## src/core/ckps_pkg.sv

```systemverilog
// Contract
// - vga enable selects compared and switched source
// - vga keying only at 1:1, overlay needs capability
// - per-channel enables; all clear uses default select
// - reset clears enables, sets default select
// - compare after read mask and page
// - short components left-aligned, low bits zero
// - window switch or key selects palette graphics
// - match means low <= value <= high inclusive
// - key true shows overlay or vga pixel
// - overlay flag uses same inclusive bounds
package ckps_pkg;
  // register offsets
  localparam logic [3:0] ADDR_LOW_BASE = 4'h0;
  localparam logic [3:0] ADDR_HIGH_BASE = 4'h4;
  localparam logic [3:0] ADDR_KEY_CTRL = 4'h8;
  localparam logic [3:0] ADDR_MUX_CTRL2 = 4'h9;
  localparam logic [3:0] ADDR_READ_MASK = 4'hA;
  localparam logic [3:0] ADDR_PAGE = 4'hB;
  localparam logic [3:0] ADDR_DC_WIDTH = 4'hC;
  localparam logic [3:0] ADDR_STATUS = 4'hD;
  // channel numbering
  localparam int CH_RED = 0;
  localparam int CH_GREEN = 1;
  localparam int CH_BLUE = 2;
  localparam int CH_OVL = 3;
  localparam int NUM_CH = 4;
  // field positions
  localparam int KEY_DEF_BIT = 4;
  localparam int MUX_VGA_EN_BIT = 7;
  localparam int MUX_RATIO_ONE_BIT = 0;
  localparam int MUX_OVL_CAP_BIT = 1;
  localparam int STAT_KEY_BIT = 4;
  localparam int STAT_SEL_BIT = 5;
  // values after reset
  localparam logic [3:0] KEY_EN_RST = 4'h0;
  localparam logic KEY_DEF_RST = 1'b1;
  localparam logic [7:0] LOW_RST = 8'h00;
  localparam logic [7:0] HIGH_RST = 8'hFF;
  localparam logic [7:0] READ_MASK_RST = 8'hFF;
  localparam logic [7:0] PAGE_RST = 8'h00;
  localparam logic [3:0] DC_WIDTH_RST = 4'h8;
  localparam logic [3:0] DC_WIDTH_FULL = 4'h8;
endpackage

```

## src/core/ckps_range_cmp.sv

```systemverilog
`timescale 1ns/1ns
module ckps_range_cmp #(
  parameter int W = 8
) (
  input wire logic [W-1:0] value_i,
  input wire logic [W-1:0] low_i,
  input wire logic [W-1:0] high_i,
  output logic match_o
);
  if (W < 1)
  begin : g_bad_width
    $error("ckps_range_cmp: width must be at least one");
  end

  assign match_o = (low_i <= value_i) && (value_i <= high_i);
endmodule // ckps_range_cmp

```

## src/core/ckps_color_key.sv

```systemverilog
`timescale 1ns/1ns
module ckps_color_key #(
  parameter int COMP_W = 8
) (
  input wire logic mclk_i,
  input wire logic rstn_i,
  input wire logic [3:0] addr_i,
  input wire logic [7:0] wdata_i,
  input wire logic wr_stb_i,
  input wire logic rd_stb_i,
  output logic [7:0] rdata_o,
  input wire logic pix_valid_i,
  input wire logic [7:0] dc_red_i,
  input wire logic [7:0] dc_green_i,
  input wire logic [7:0] dc_blue_i,
  input wire logic [7:0] ovl_pix_i,
  input wire logic [7:0] vga_pix_i,
  input wire logic win_switch_i,
  output logic pix_valid_o,
  output logic [23:0] dc_pix_o,
  output logic [7:0] gfx_index_o,
  output logic gfx_sel_o
);
  if (COMP_W != 8)
  begin : g_bad_comp
    $error("ckps_color_key: comparisons are fixed at eight bits");
  end

  typedef struct packed {
    logic [3:0][7:0] low;
    logic [3:0][7:0] high;
    logic [3:0] key_en;
    logic key_def;
    logic vga_en;
    logic ratio_one;
    logic ovl_cap;
    logic [7:0] read_mask;
    logic [7:0] page;
    logic [3:0] dc_width;
    logic [7:0] rdata;
    logic vld;
    logic [23:0] dc_pix;
    logic [7:0] gfx_idx;
    logic gfx_sel;
    logic [3:0] match;
    logic key;
  } ckps_state_type;

  localparam ckps_state_type ST_RESET = '{
    low: {4{ckps_pkg::LOW_RST}},
    high: {4{ckps_pkg::HIGH_RST}},
    key_en: ckps_pkg::KEY_EN_RST,
    key_def: ckps_pkg::KEY_DEF_RST,
    vga_en: 1'b0,
    ratio_one: 1'b1,
    ovl_cap: 1'b1,
    read_mask: ckps_pkg::READ_MASK_RST,
    page: ckps_pkg::PAGE_RST,
    dc_width: ckps_pkg::DC_WIDTH_RST,
    rdata: 8'h00,
    vld: 1'b0,
    dc_pix: 24'h0000_00,
    gfx_idx: 8'h00,
    gfx_sel: 1'b0,
    match: 4'h0,
    key: 1'b0
  };

  logic [1:0] rst_sync;
  logic rst_n;
  ckps_state_type st;
  ckps_state_type next_st;
  logic [2:0] shift;
  logic [7:0] al_red;
  logic [7:0] al_green;
  logic [7:0] al_blue;
  logic [7:0] gfx_proc;
  logic [3:0][7:0] cmp_val;
  logic [3:0] ch_match;
  logic key_ok_mode;
  logic key_now;
  logic sel_now;

  // reset release through two flops
  always_ff @(posedge mclk_i or negedge rstn_i)
  begin
    if (!rstn_i)
    begin
      rst_sync <= 2'h0;
    end
    else
    begin
      rst_sync <= {rst_sync[0], 1'b1};
    end
  end
  assign rst_n = rst_sync[1];

  assign shift = (st.dc_width == 4'h0 || st.dc_width > ckps_pkg::DC_WIDTH_FULL)
    ? 3'h0 : 3'(ckps_pkg::DC_WIDTH_FULL - st.dc_width);
  assign al_red = dc_red_i << shift;
  assign al_green = dc_green_i << shift;
  assign al_blue = dc_blue_i << shift;

  // vga or overlay as key source
  assign gfx_proc = ((st.vga_en ? vga_pix_i : ovl_pix_i) & st.read_mask)
    | (st.page & ~st.read_mask);

  assign cmp_val[ckps_pkg::CH_RED] = al_red;
  assign cmp_val[ckps_pkg::CH_GREEN] = al_green;
  assign cmp_val[ckps_pkg::CH_BLUE] = al_blue;
  assign cmp_val[ckps_pkg::CH_OVL] = gfx_proc;

  for (genvar c = 0; c < ckps_pkg::NUM_CH; c++)
  begin : g_ch
    ckps_range_cmp #(
      .W(COMP_W)
    ) u_cmp (
      .value_i(cmp_val[c]),
      .low_i(st.low[c]),
      .high_i(st.high[c]),
      .match_o(ch_match[c])
    );

  end

  assign key_ok_mode = st.vga_en ? st.ratio_one : st.ovl_cap;

  always_comb
  begin
    if (!key_ok_mode)
    begin
      key_now = 1'b0;
    end
    else if (st.key_en == 4'h0)
    begin
      key_now = st.key_def;
    end
    else
    begin
      key_now = &(ch_match | ~st.key_en);
    end
  end

  assign sel_now = win_switch_i | key_now;

  always_comb
  begin
    next_st = st;
    next_st.vld = pix_valid_i;
    if (pix_valid_i)
    begin
      next_st.gfx_sel = sel_now;
      next_st.gfx_idx = gfx_proc;
      next_st.dc_pix = {al_red, al_green, al_blue};
      next_st.match = ch_match;
      next_st.key = key_now;
    end
    if (wr_stb_i)
    begin
      unique case (addr_i)
        4'h0, 4'h1, 4'h2, 4'h3:
        begin
          next_st.low[addr_i[1:0]] = wdata_i;
        end
        4'h4, 4'h5, 4'h6, 4'h7:
        begin
          next_st.high[addr_i[1:0]] = wdata_i;
        end
        ckps_pkg::ADDR_KEY_CTRL:
        begin
          next_st.key_en = wdata_i[3:0];
          next_st.key_def = wdata_i[ckps_pkg::KEY_DEF_BIT];
        end
        ckps_pkg::ADDR_MUX_CTRL2:
        begin
          next_st.vga_en = wdata_i[ckps_pkg::MUX_VGA_EN_BIT];
          next_st.ratio_one = wdata_i[ckps_pkg::MUX_RATIO_ONE_BIT];
          next_st.ovl_cap = wdata_i[ckps_pkg::MUX_OVL_CAP_BIT];
        end
        ckps_pkg::ADDR_READ_MASK:
        begin
          next_st.read_mask = wdata_i;
        end
        ckps_pkg::ADDR_PAGE:
        begin
          next_st.page = wdata_i;
        end
        ckps_pkg::ADDR_DC_WIDTH:
        begin
          next_st.dc_width = wdata_i[3:0];
        end
        default:
        begin
        end
      endcase
    end
    next_st.rdata = 8'h00;
    if (rd_stb_i)
    begin
      unique case (addr_i)
        4'h0, 4'h1, 4'h2, 4'h3:
        begin
          next_st.rdata = st.low[addr_i[1:0]];
        end
        4'h4, 4'h5, 4'h6, 4'h7:
        begin
          next_st.rdata = st.high[addr_i[1:0]];
        end
        ckps_pkg::ADDR_KEY_CTRL:
        begin
          next_st.rdata = {3'h0, st.key_def, st.key_en};
        end
        ckps_pkg::ADDR_MUX_CTRL2:
        begin
          next_st.rdata = {st.vga_en, 5'h00, st.ovl_cap, st.ratio_one};
        end
        ckps_pkg::ADDR_READ_MASK:
        begin
          next_st.rdata = st.read_mask;
        end
        ckps_pkg::ADDR_PAGE:
        begin
          next_st.rdata = st.page;
        end
        ckps_pkg::ADDR_DC_WIDTH:
        begin
          next_st.rdata = {4'h0, st.dc_width};
        end
        ckps_pkg::ADDR_STATUS:
        begin
          next_st.rdata = {2'h0, st.gfx_sel, st.key, st.match};
        end
        default:
        begin
          next_st.rdata = 8'h00;
        end
      endcase
    end
  end

  always_ff @(posedge mclk_i or negedge rst_n)
  begin
    if (!rst_n)
    begin
      st <= ST_RESET;
    end
    else
    begin
      st <= next_st;
    end
  end

  assign rdata_o = st.rdata;
  assign pix_valid_o = st.vld;
  assign dc_pix_o = st.dc_pix;
  assign gfx_index_o = st.gfx_idx;
  assign gfx_sel_o = st.gfx_sel;
endmodule // ckps_color_key

```

## config.mk

```make
export PLATFORM = sky130hd
export DESIGN_NAME = ckps_color_key
export DESIGN_NICKNAME = d
export VERILOG_FILES = /design/src/core/ckps_pkg.sv /design/src/core/ckps_range_cmp.sv /design/src/core/ckps_color_key.sv
export SDC_FILE = /design/constraint.sdc
export NUM_CORES = 1
export LEC_CHECK = 0
export ABC_AREA = 1
export BUFFER_PORTS_ARGS = -buffer_cell sky130_fd_sc_hd__buf_2
export CELL_PAD_IN_SITES_DETAIL_PLACEMENT = 0
export CELL_PAD_IN_SITES_GLOBAL_PLACEMENT = 1
export CORE_ASPECT_RATIO = 1.2
export CORE_MARGIN = 2
export CORE_UTILIZATION = 40
export CTS_CLUSTER_DIAMETER = 30
export DETAILED_ROUTE_END_ITERATION = 7
export PLACE_DENSITY_LB_ADDON = 0.08
export SKIP_LAST_GASP = 1
export SLEW_MARGIN = 20
export SYNTH_ARGS = -nofsm -noshare
export SYNTH_HDL_FRONTEND = slang
export SYNTH_SLANG_ARGS = --single-unit
export TNS_END_PERCENT = 100
```

## constraint.sdc

```tcl
create_clock -name mclk_i -period 3.75 [get_ports mclk_i]
set_input_delay 0.375 -clock mclk_i [delete_from_list [all_inputs] [get_ports mclk_i]]
set_output_delay 0.375 -clock mclk_i [all_outputs]
set_load 0.02 [all_outputs]
```

# After elaboration in Yosys (flattened, before gate mapping)
# Cells that the tools add are included.
# totals
regBits,141
inputBits,58
out_inout_bits,42
wordCells,93
# classes
n_addsub,1
n_lt_le_gt_ge,11
eq_ne,13
shift,3
muxes,15
bitwise_logic,7
reduce_logical,19
# ops
cell,n
bitwise mux 32 bit,2
<= comparator 8 bit,8
one-hot mux 8 bit (8 select lines),1
2-to-1 mux 8 bit,5
binary-select mux 8 bit (select 2 bit),2
"equality test 4 bit, second input constant",6
left shift 8 x 3 -> 8 bit,3
AND 8 bit,2
demux 8 bit (select 2 bit),1
"equality test 4 x 3 -> 1 bit, second input constant",4
AND reduction 2 bit,7
logical NOT 4 bit,3
"equality test 4 x 2 -> 1 bit, second input constant",2
NOT 8 bit,1
OR 8 bit,1
OR reduction 4 bit,2
logical AND 1 bit,5
"equality test 4 x 1 -> 1 bit, second input constant",1
"greater-than comparator 4 bit, second input constant",1
NOT 4 bit,1
OR 4 bit,1
AND reduction 4 bit,1
"less-than comparator 2 x 3 -> 1 bit, second input constant",1
2-to-1 mux 1 bit,3
other kinds (5),5

# Depth between registers and ports, before layout
# logic_depth
depth_word,11
depth_mapped,27
mapped_depth_nobuf,26

# Modules after synthesis
# A second synthesis with hierarchy kept.
# unflattened
cells_unflattened,1246
hier_area_um2,9123.8
# by_module_without_submodules
mod,instances,cells_each,area_per_inst_um2,seq_area_each_um2
ckps_color_key,1,950,7350.8,3583.4
ckps_range_cmp at g_ch[0].u_cmp ...,3,74,444.2,0.0
ckps_range_cmp at g_ch[3].u_cmp,1,74,440.4,0.0

# Worst setup path before layout
# Ideal clock, no wire load.
# synth_timing
path_type,reg2reg
start,reg st[47] (netlist name)
end,reg st[0] (netlist name)
setup_time_ns,0.066
arrival_time_ns,2.890
required_time_ns,3.684
slack_ns,0.794
path_stages_with_launch,26
n_path_buf,2
period_less_slack_ns,2.956
cell_sequence,dfrtp_1 -> inv_1 -> ha_1 -> nand2_2 -> nand2_1 -> nand3_2 -> buf_6 -> inv_2 -> buf_4 -> nand2_1 -> nand2_1 -> nand2_1 -> o21ai_1 -> o21ai_0 -> inv_1 -> ha_1 -> nand2_1 -> nor2_1 -> nand2_1 -> nor2_1 -> nand4_1 -> nand2_1 -> nand2_1 -> a21oi_1 -> nand3_1 -> nand2_1
# synth_between
elab_chain_len,10
elab_cells_between_ends,21
cone_classes,add/sub: 1; order compare: 7; shift: 3; mux: 3; bitwise: 1; reduce/logical: 6
# synth_rtl
element,line,text
"start, declared",ckps_color_key.sv:71,ckps_state_type st;
"start signal, assigned",ckps_color_key.sv:249,st <= next_st;
greater-than comparator 4 bit / logical NOT 4 bit (equally long branches),ckps_color_key.sv:98,assign shift = (st.dc_width == 4'h0 || st.dc_width > ckps_pkg::DC_WIDTH_FULL)
logical OR 1 bit,ckps_color_key.sv:98,
2-to-1 mux 3 bit *,ckps_color_key.sv:99,? 3'h0 : 3'(ckps_pkg::DC_WIDTH_FULL - st.dc_width);
left shift 8 x 3 -> 8 bit *,ckps_color_key.sv:102,assign al_blue = dc_blue_i << shift;
named net al_blue[7],ckps_color_key.sv:76,logic [7:0] al_blue;
<= comparator 8 bit,ckps_range_cmp.sv:15,assign match_o = (low_i <= value_i) && (value_i <= high_i);
logical AND 1 bit *,ckps_range_cmp.sv:15,
OR 4 bit *,ckps_color_key.sv:140,key_now = &(ch_match | ~st.key_en);
AND reduction 4 bit *,ckps_color_key.sv:140,
2-to-1 mux 1 bit *,ckps_color_key.sv:134,else if (st.key_en == 4'h0)
2-to-1 mux 1 bit *,ckps_color_key.sv:130,if (!key_ok_mode)
# Mark *: on every way through the listed nets, which the timed path passes. The rest lies on a longest branch.
# A chain may end at the register's enable or synchronous reset.

# Worst setup path after layout
# layout_timing
start,reg st[47] (netlist name)
end,reg st (netlist bit gfx_sel_o)
# layout_between
elab_chain_len,11
elab_cells_between_ends,22
cone_classes,add/sub: 1; order compare: 7; shift: 3; mux: 3; bitwise: 2; reduce/logical: 6
# layout_rtl
element,line,text
greater-than comparator 4 bit / logical NOT 4 bit (equally long branches),ckps_color_key.sv:98,
logical OR 1 bit,ckps_color_key.sv:98,
2-to-1 mux 3 bit *,ckps_color_key.sv:99,
left shift 8 x 3 -> 8 bit *,ckps_color_key.sv:100,assign al_red = dc_red_i << shift;
named net al_red[5],ckps_color_key.sv:74,logic [7:0] al_red;
<= comparator 8 bit,ckps_range_cmp.sv:15,
logical AND 1 bit *,ckps_range_cmp.sv:15,
OR 4 bit *,ckps_color_key.sv:140,
AND reduction 4 bit *,ckps_color_key.sv:140,
2-to-1 mux 1 bit *,ckps_color_key.sv:134,
2-to-1 mux 1 bit *,ckps_color_key.sv:130,
OR 1 bit *,ckps_color_key.sv:144,assign sel_now = win_switch_i | key_now;
# Marks and branches as above.

==> flow_summary.yaml <==
run_status:
  status: "complete, no violations"
worst_setup_path:
  start_kind: "flop"
  crit_type: "flop to flop"
  r2r_slack_ns: 0.40
  crit_fanout: 15
  worstSetupStartpoint: "st[47]$_DFFE_PN0P_"
  cpMaxStageDelayCell: "dfrtp_1"
  timing.rr.end: "gfx_sel_o$_DFFE_PN0P_"
  r2r-start: "st[47]$_DFFE_PN0P_"
  crit_top_cell: "nand2_1"
  crit_path_end_kind: "flop"
  critical_path.max_stage_delay_ns: 0.37
  arrival_ns: 3.72
  cp-endpoint: "gfx_sel_o$_DFFE_PN0P_"
  r2r_cells: 24
  crit_chain: "inv_1 -> ha_1 -> nand2_2 -> nand2_1 -> nand3_2 -> buf_4 -> nand2_1 -> o21ai_0 -> nand2_1 -> inv_1 -> o21ai_1 -> inv_1 -> ha_1 -> a21oi_1 -> nor2_1 -> a211oi_1 -> nand2_1 -> nand2_1 -> nand2_1 -> nand2_1 -> nand2_1 -> inv_1 -> nand3_1 -> nand2_1"
  cp_data_required_time_ns: 4.12
global_routing:
  antenna_found_initial: 0
  grt_pass1_wl_um: 43400
  grt_start_max_net_pins: 76
  grt_pass1_vias: 7321
  grt_util_all_layers: 0.247
  grt_overflow_total: 0
synthesis:
  syn_avg_cell_area_sq_um: 7.87
  ys_ff_latch: 141
  syn_inst: 1109
  yosys_warnings: 0
  synth.distinct_cells: 46
  synth_area_sq_um: 8730
  synth-seq-area-share: 0.410
  synthesis.nets: 1226
finish:
  regArea_sq_um: 3590
  multiInputGateArea_sq_um: 4170
  syn2layout_area_growth_pct: 13.7
  nNetsFinal: 1290
  design_area_sq_um: 9930
  n_antenna_cell: 0
  nFillCells: 2218
  drive_above_1_share: 0.195
flow_run:
  max_cap_viol_count: 0
clocking:
  clk_latency_ns: 0.44
  cts_tree: "built"
  clkSinkCount: 141
  cts_buffers: 17
  clk_pin_slew_worst_paths_ns: 0.06
  root_buffer: "clkbuf_16"
  h-tree-depth: 4
  post_cts_buffers: 0
  cts.path.max_buffers: 2
pwr:
  power_density_nw_per_um2: 684
  ir_drop_mv: 0.328
  p_leak_nw: 5.01
worst_hold_path:
  holdPathStages: 1
  hold_path_class: "input port to flop"
sta:
  setup_viol: 0
  period_share: 0.894
  skew_ns: 0.0106
  maxSlewHeadroom: 0.399
  fmax_mhz: 298
  hold_viol: 0
  rsz0062_at_grt: "false"
  worst_pin_slew_ns: 0.901
  fin_crit_ns: 3.35
  slew_viol_final: 0
  finalSetupTns_ns: 0
die:
  io_pins: 100
  die_w_um: 139
  rows: 59
  die_area_sq_um: 23000
  core_area_sq_um: 21600
  start_util: 0.405
  fp.dieH_um: 166
placement:
  dpl.hpwl_um: 21100
  place_area_sq_um: 9280
  gp_congestion: 0.900
  port-buffer-count: 99
routing:
  via_count: 7481
  routedWlPerCell_um: 18.9
  drt-initial-drc-count: 583
  wl_um: 27500
  drc_errors: 0
  viasPerCell: 5.12
  ant_nets: 0
  detail_route.first_pass.iterations: 5
[power breakdown]
part | switching (mW) | total [mW] | internal [mW]
combinational | 1.77 | 2.70 | 0.925
sequential | 0.255 | 2.22 | 1.97
clock | 0.741 | 1.87 | 1.13
total | 2.77 | 6.79 | 4.02
[cell type report]
class / instances / area share
multi-input combinational: 753 / 0.420
timing repair buffer: 119 / 0.0665
clock buffer: 18 / 0.0432
tap: 274 / 0.0345
inverter: 141 / 0.0542
clock inverter: 14 / 0.0209
sequential: 141 / 0.361
[routing by layer]
layer	track usage	wire, um	vias up	share of wire
met4	0.0725	609	0	0.022
li1	-	-	3780	-
met1	0.325	12300	3447	0.45
met5	0	0	-	0
met3	0.0418	1350	33	0.049
met2	0.418	13300	221	0.48
[placed cells by master (no fill, tap or decap), drive strengths merged, types with 19 or more instances in the layout]
cell type,count
dfstp,44
buf,118
nand3,45
dfrtp,97
ha,59
inv,143
nand4,19
nor2,44
o21ai,177
nand2,308
a21oi,24
[worst max-delay path: cells and delay by family, from the launching register on]
| kind | cells | cell delay [ns] |
|---|---|---|
| DFF | 1 | 0.37 |
| and+or+nand+nor | 13 | 1.08 |
| adders and majority gates | 2 | 0.54 |
| buffers and inverters | 5 | 0.52 |
| AOI/OAI and AO/OA | 4 | 0.76 |
[synth_stat cells (all sizes together)]
cell type  number  share of area
clkbuf         29          0.012
buf            45          0.039
nand4          19          0.016
nor2           44          0.021
ha             59          0.085
a22o            1         0.0010
clkinv          2        0.00086
o221ai          4         0.0040
o21ai         177           0.10
nand2         308           0.14
inv           139          0.061
dfstp          44           0.13
a32o            1         0.0011
o21bai          7         0.0060
a22oi          16          0.014
a41oi           1         0.0010
a211oi          7         0.0060
or2             3         0.0021
nand3          45          0.032
nor4            1        0.00072
a21oi          24          0.014
dfrtp          97           0.28
nor3            2         0.0011
o211ai          7         0.0060
a221oi          7         0.0070
conb            1        0.00043
a211o           2         0.0020
o22ai          12         0.0086
mux2i           1         0.0011
and3            3         0.0021
a21o            1        0.00086
[logic make-up after synthesis]
group           count (synthesis)  share of synthesized area
buf+inv                       215                      0.112
simple gates                  425                      0.218
flops                         141                      0.410
compound gates                267                      0.173
mux                             1                    0.00115
other cells                     1                   0.000429
fa+ha+maj                      59                     0.0845
[through the flow]
stage / instances / hold WS (ns) / utilization / power, mW / setup slack [ns]
2_1_floorplan: 1109 / 0.0794 / - / 4.22 / 0.794
3_3_place_gp: 1427 / 0.159 / 0.431 / 4.92 / 0.330
3_5_place_dp: 1427 / 0.162 / 0.431 / 4.96 / 0.257
4_1_cts: 1460 / 0.105 / 0.461 / 6.84 / 0.248
5_1_grt: 1460 / 0.117 / 0.461 / 7.33 / 0.0156
6_report: 1460 / 0.115 / 0.461 / 6.79 / 0.399
[flip-flops by register name, summed over array words and instances, names as in the netlist]
signal and flops:
dc_pix_o 24, gfx_index_o 8, gfx_sel_o 1, pix_valid_o 1, rdata_o 8, rst_sync 2
st 97
[worst min-delay path by stage]
stage | to | slack [ns] | start
after floorplan | rst_sync[0]$_DFF_PN0_ | 0.08 | rstn_i
after global placement | rst_sync[0]$_DFF_PN0_ | 0.16 | rstn_i
after detailed placement | rst_sync[0]$_DFF_PN0_ | 0.16 | rstn_i
after CTS | pix_valid_o$_DFF_PN0_ | 0.10 | pix_valid_i
after global routing | pix_valid_o$_DFF_PN0_ | 0.12 | pix_valid_i
final | pix_valid_o$_DFF_PN0_ | 0.11 | pix_valid_i
[repair_timing]
item,in CTS,in global routing
endpoints found under the hold margin,2,0
resized for setup,0,2
endpoints found under the setup margin,0,2
hold buffers,1,0
Power figures use the tool's default switching activity.
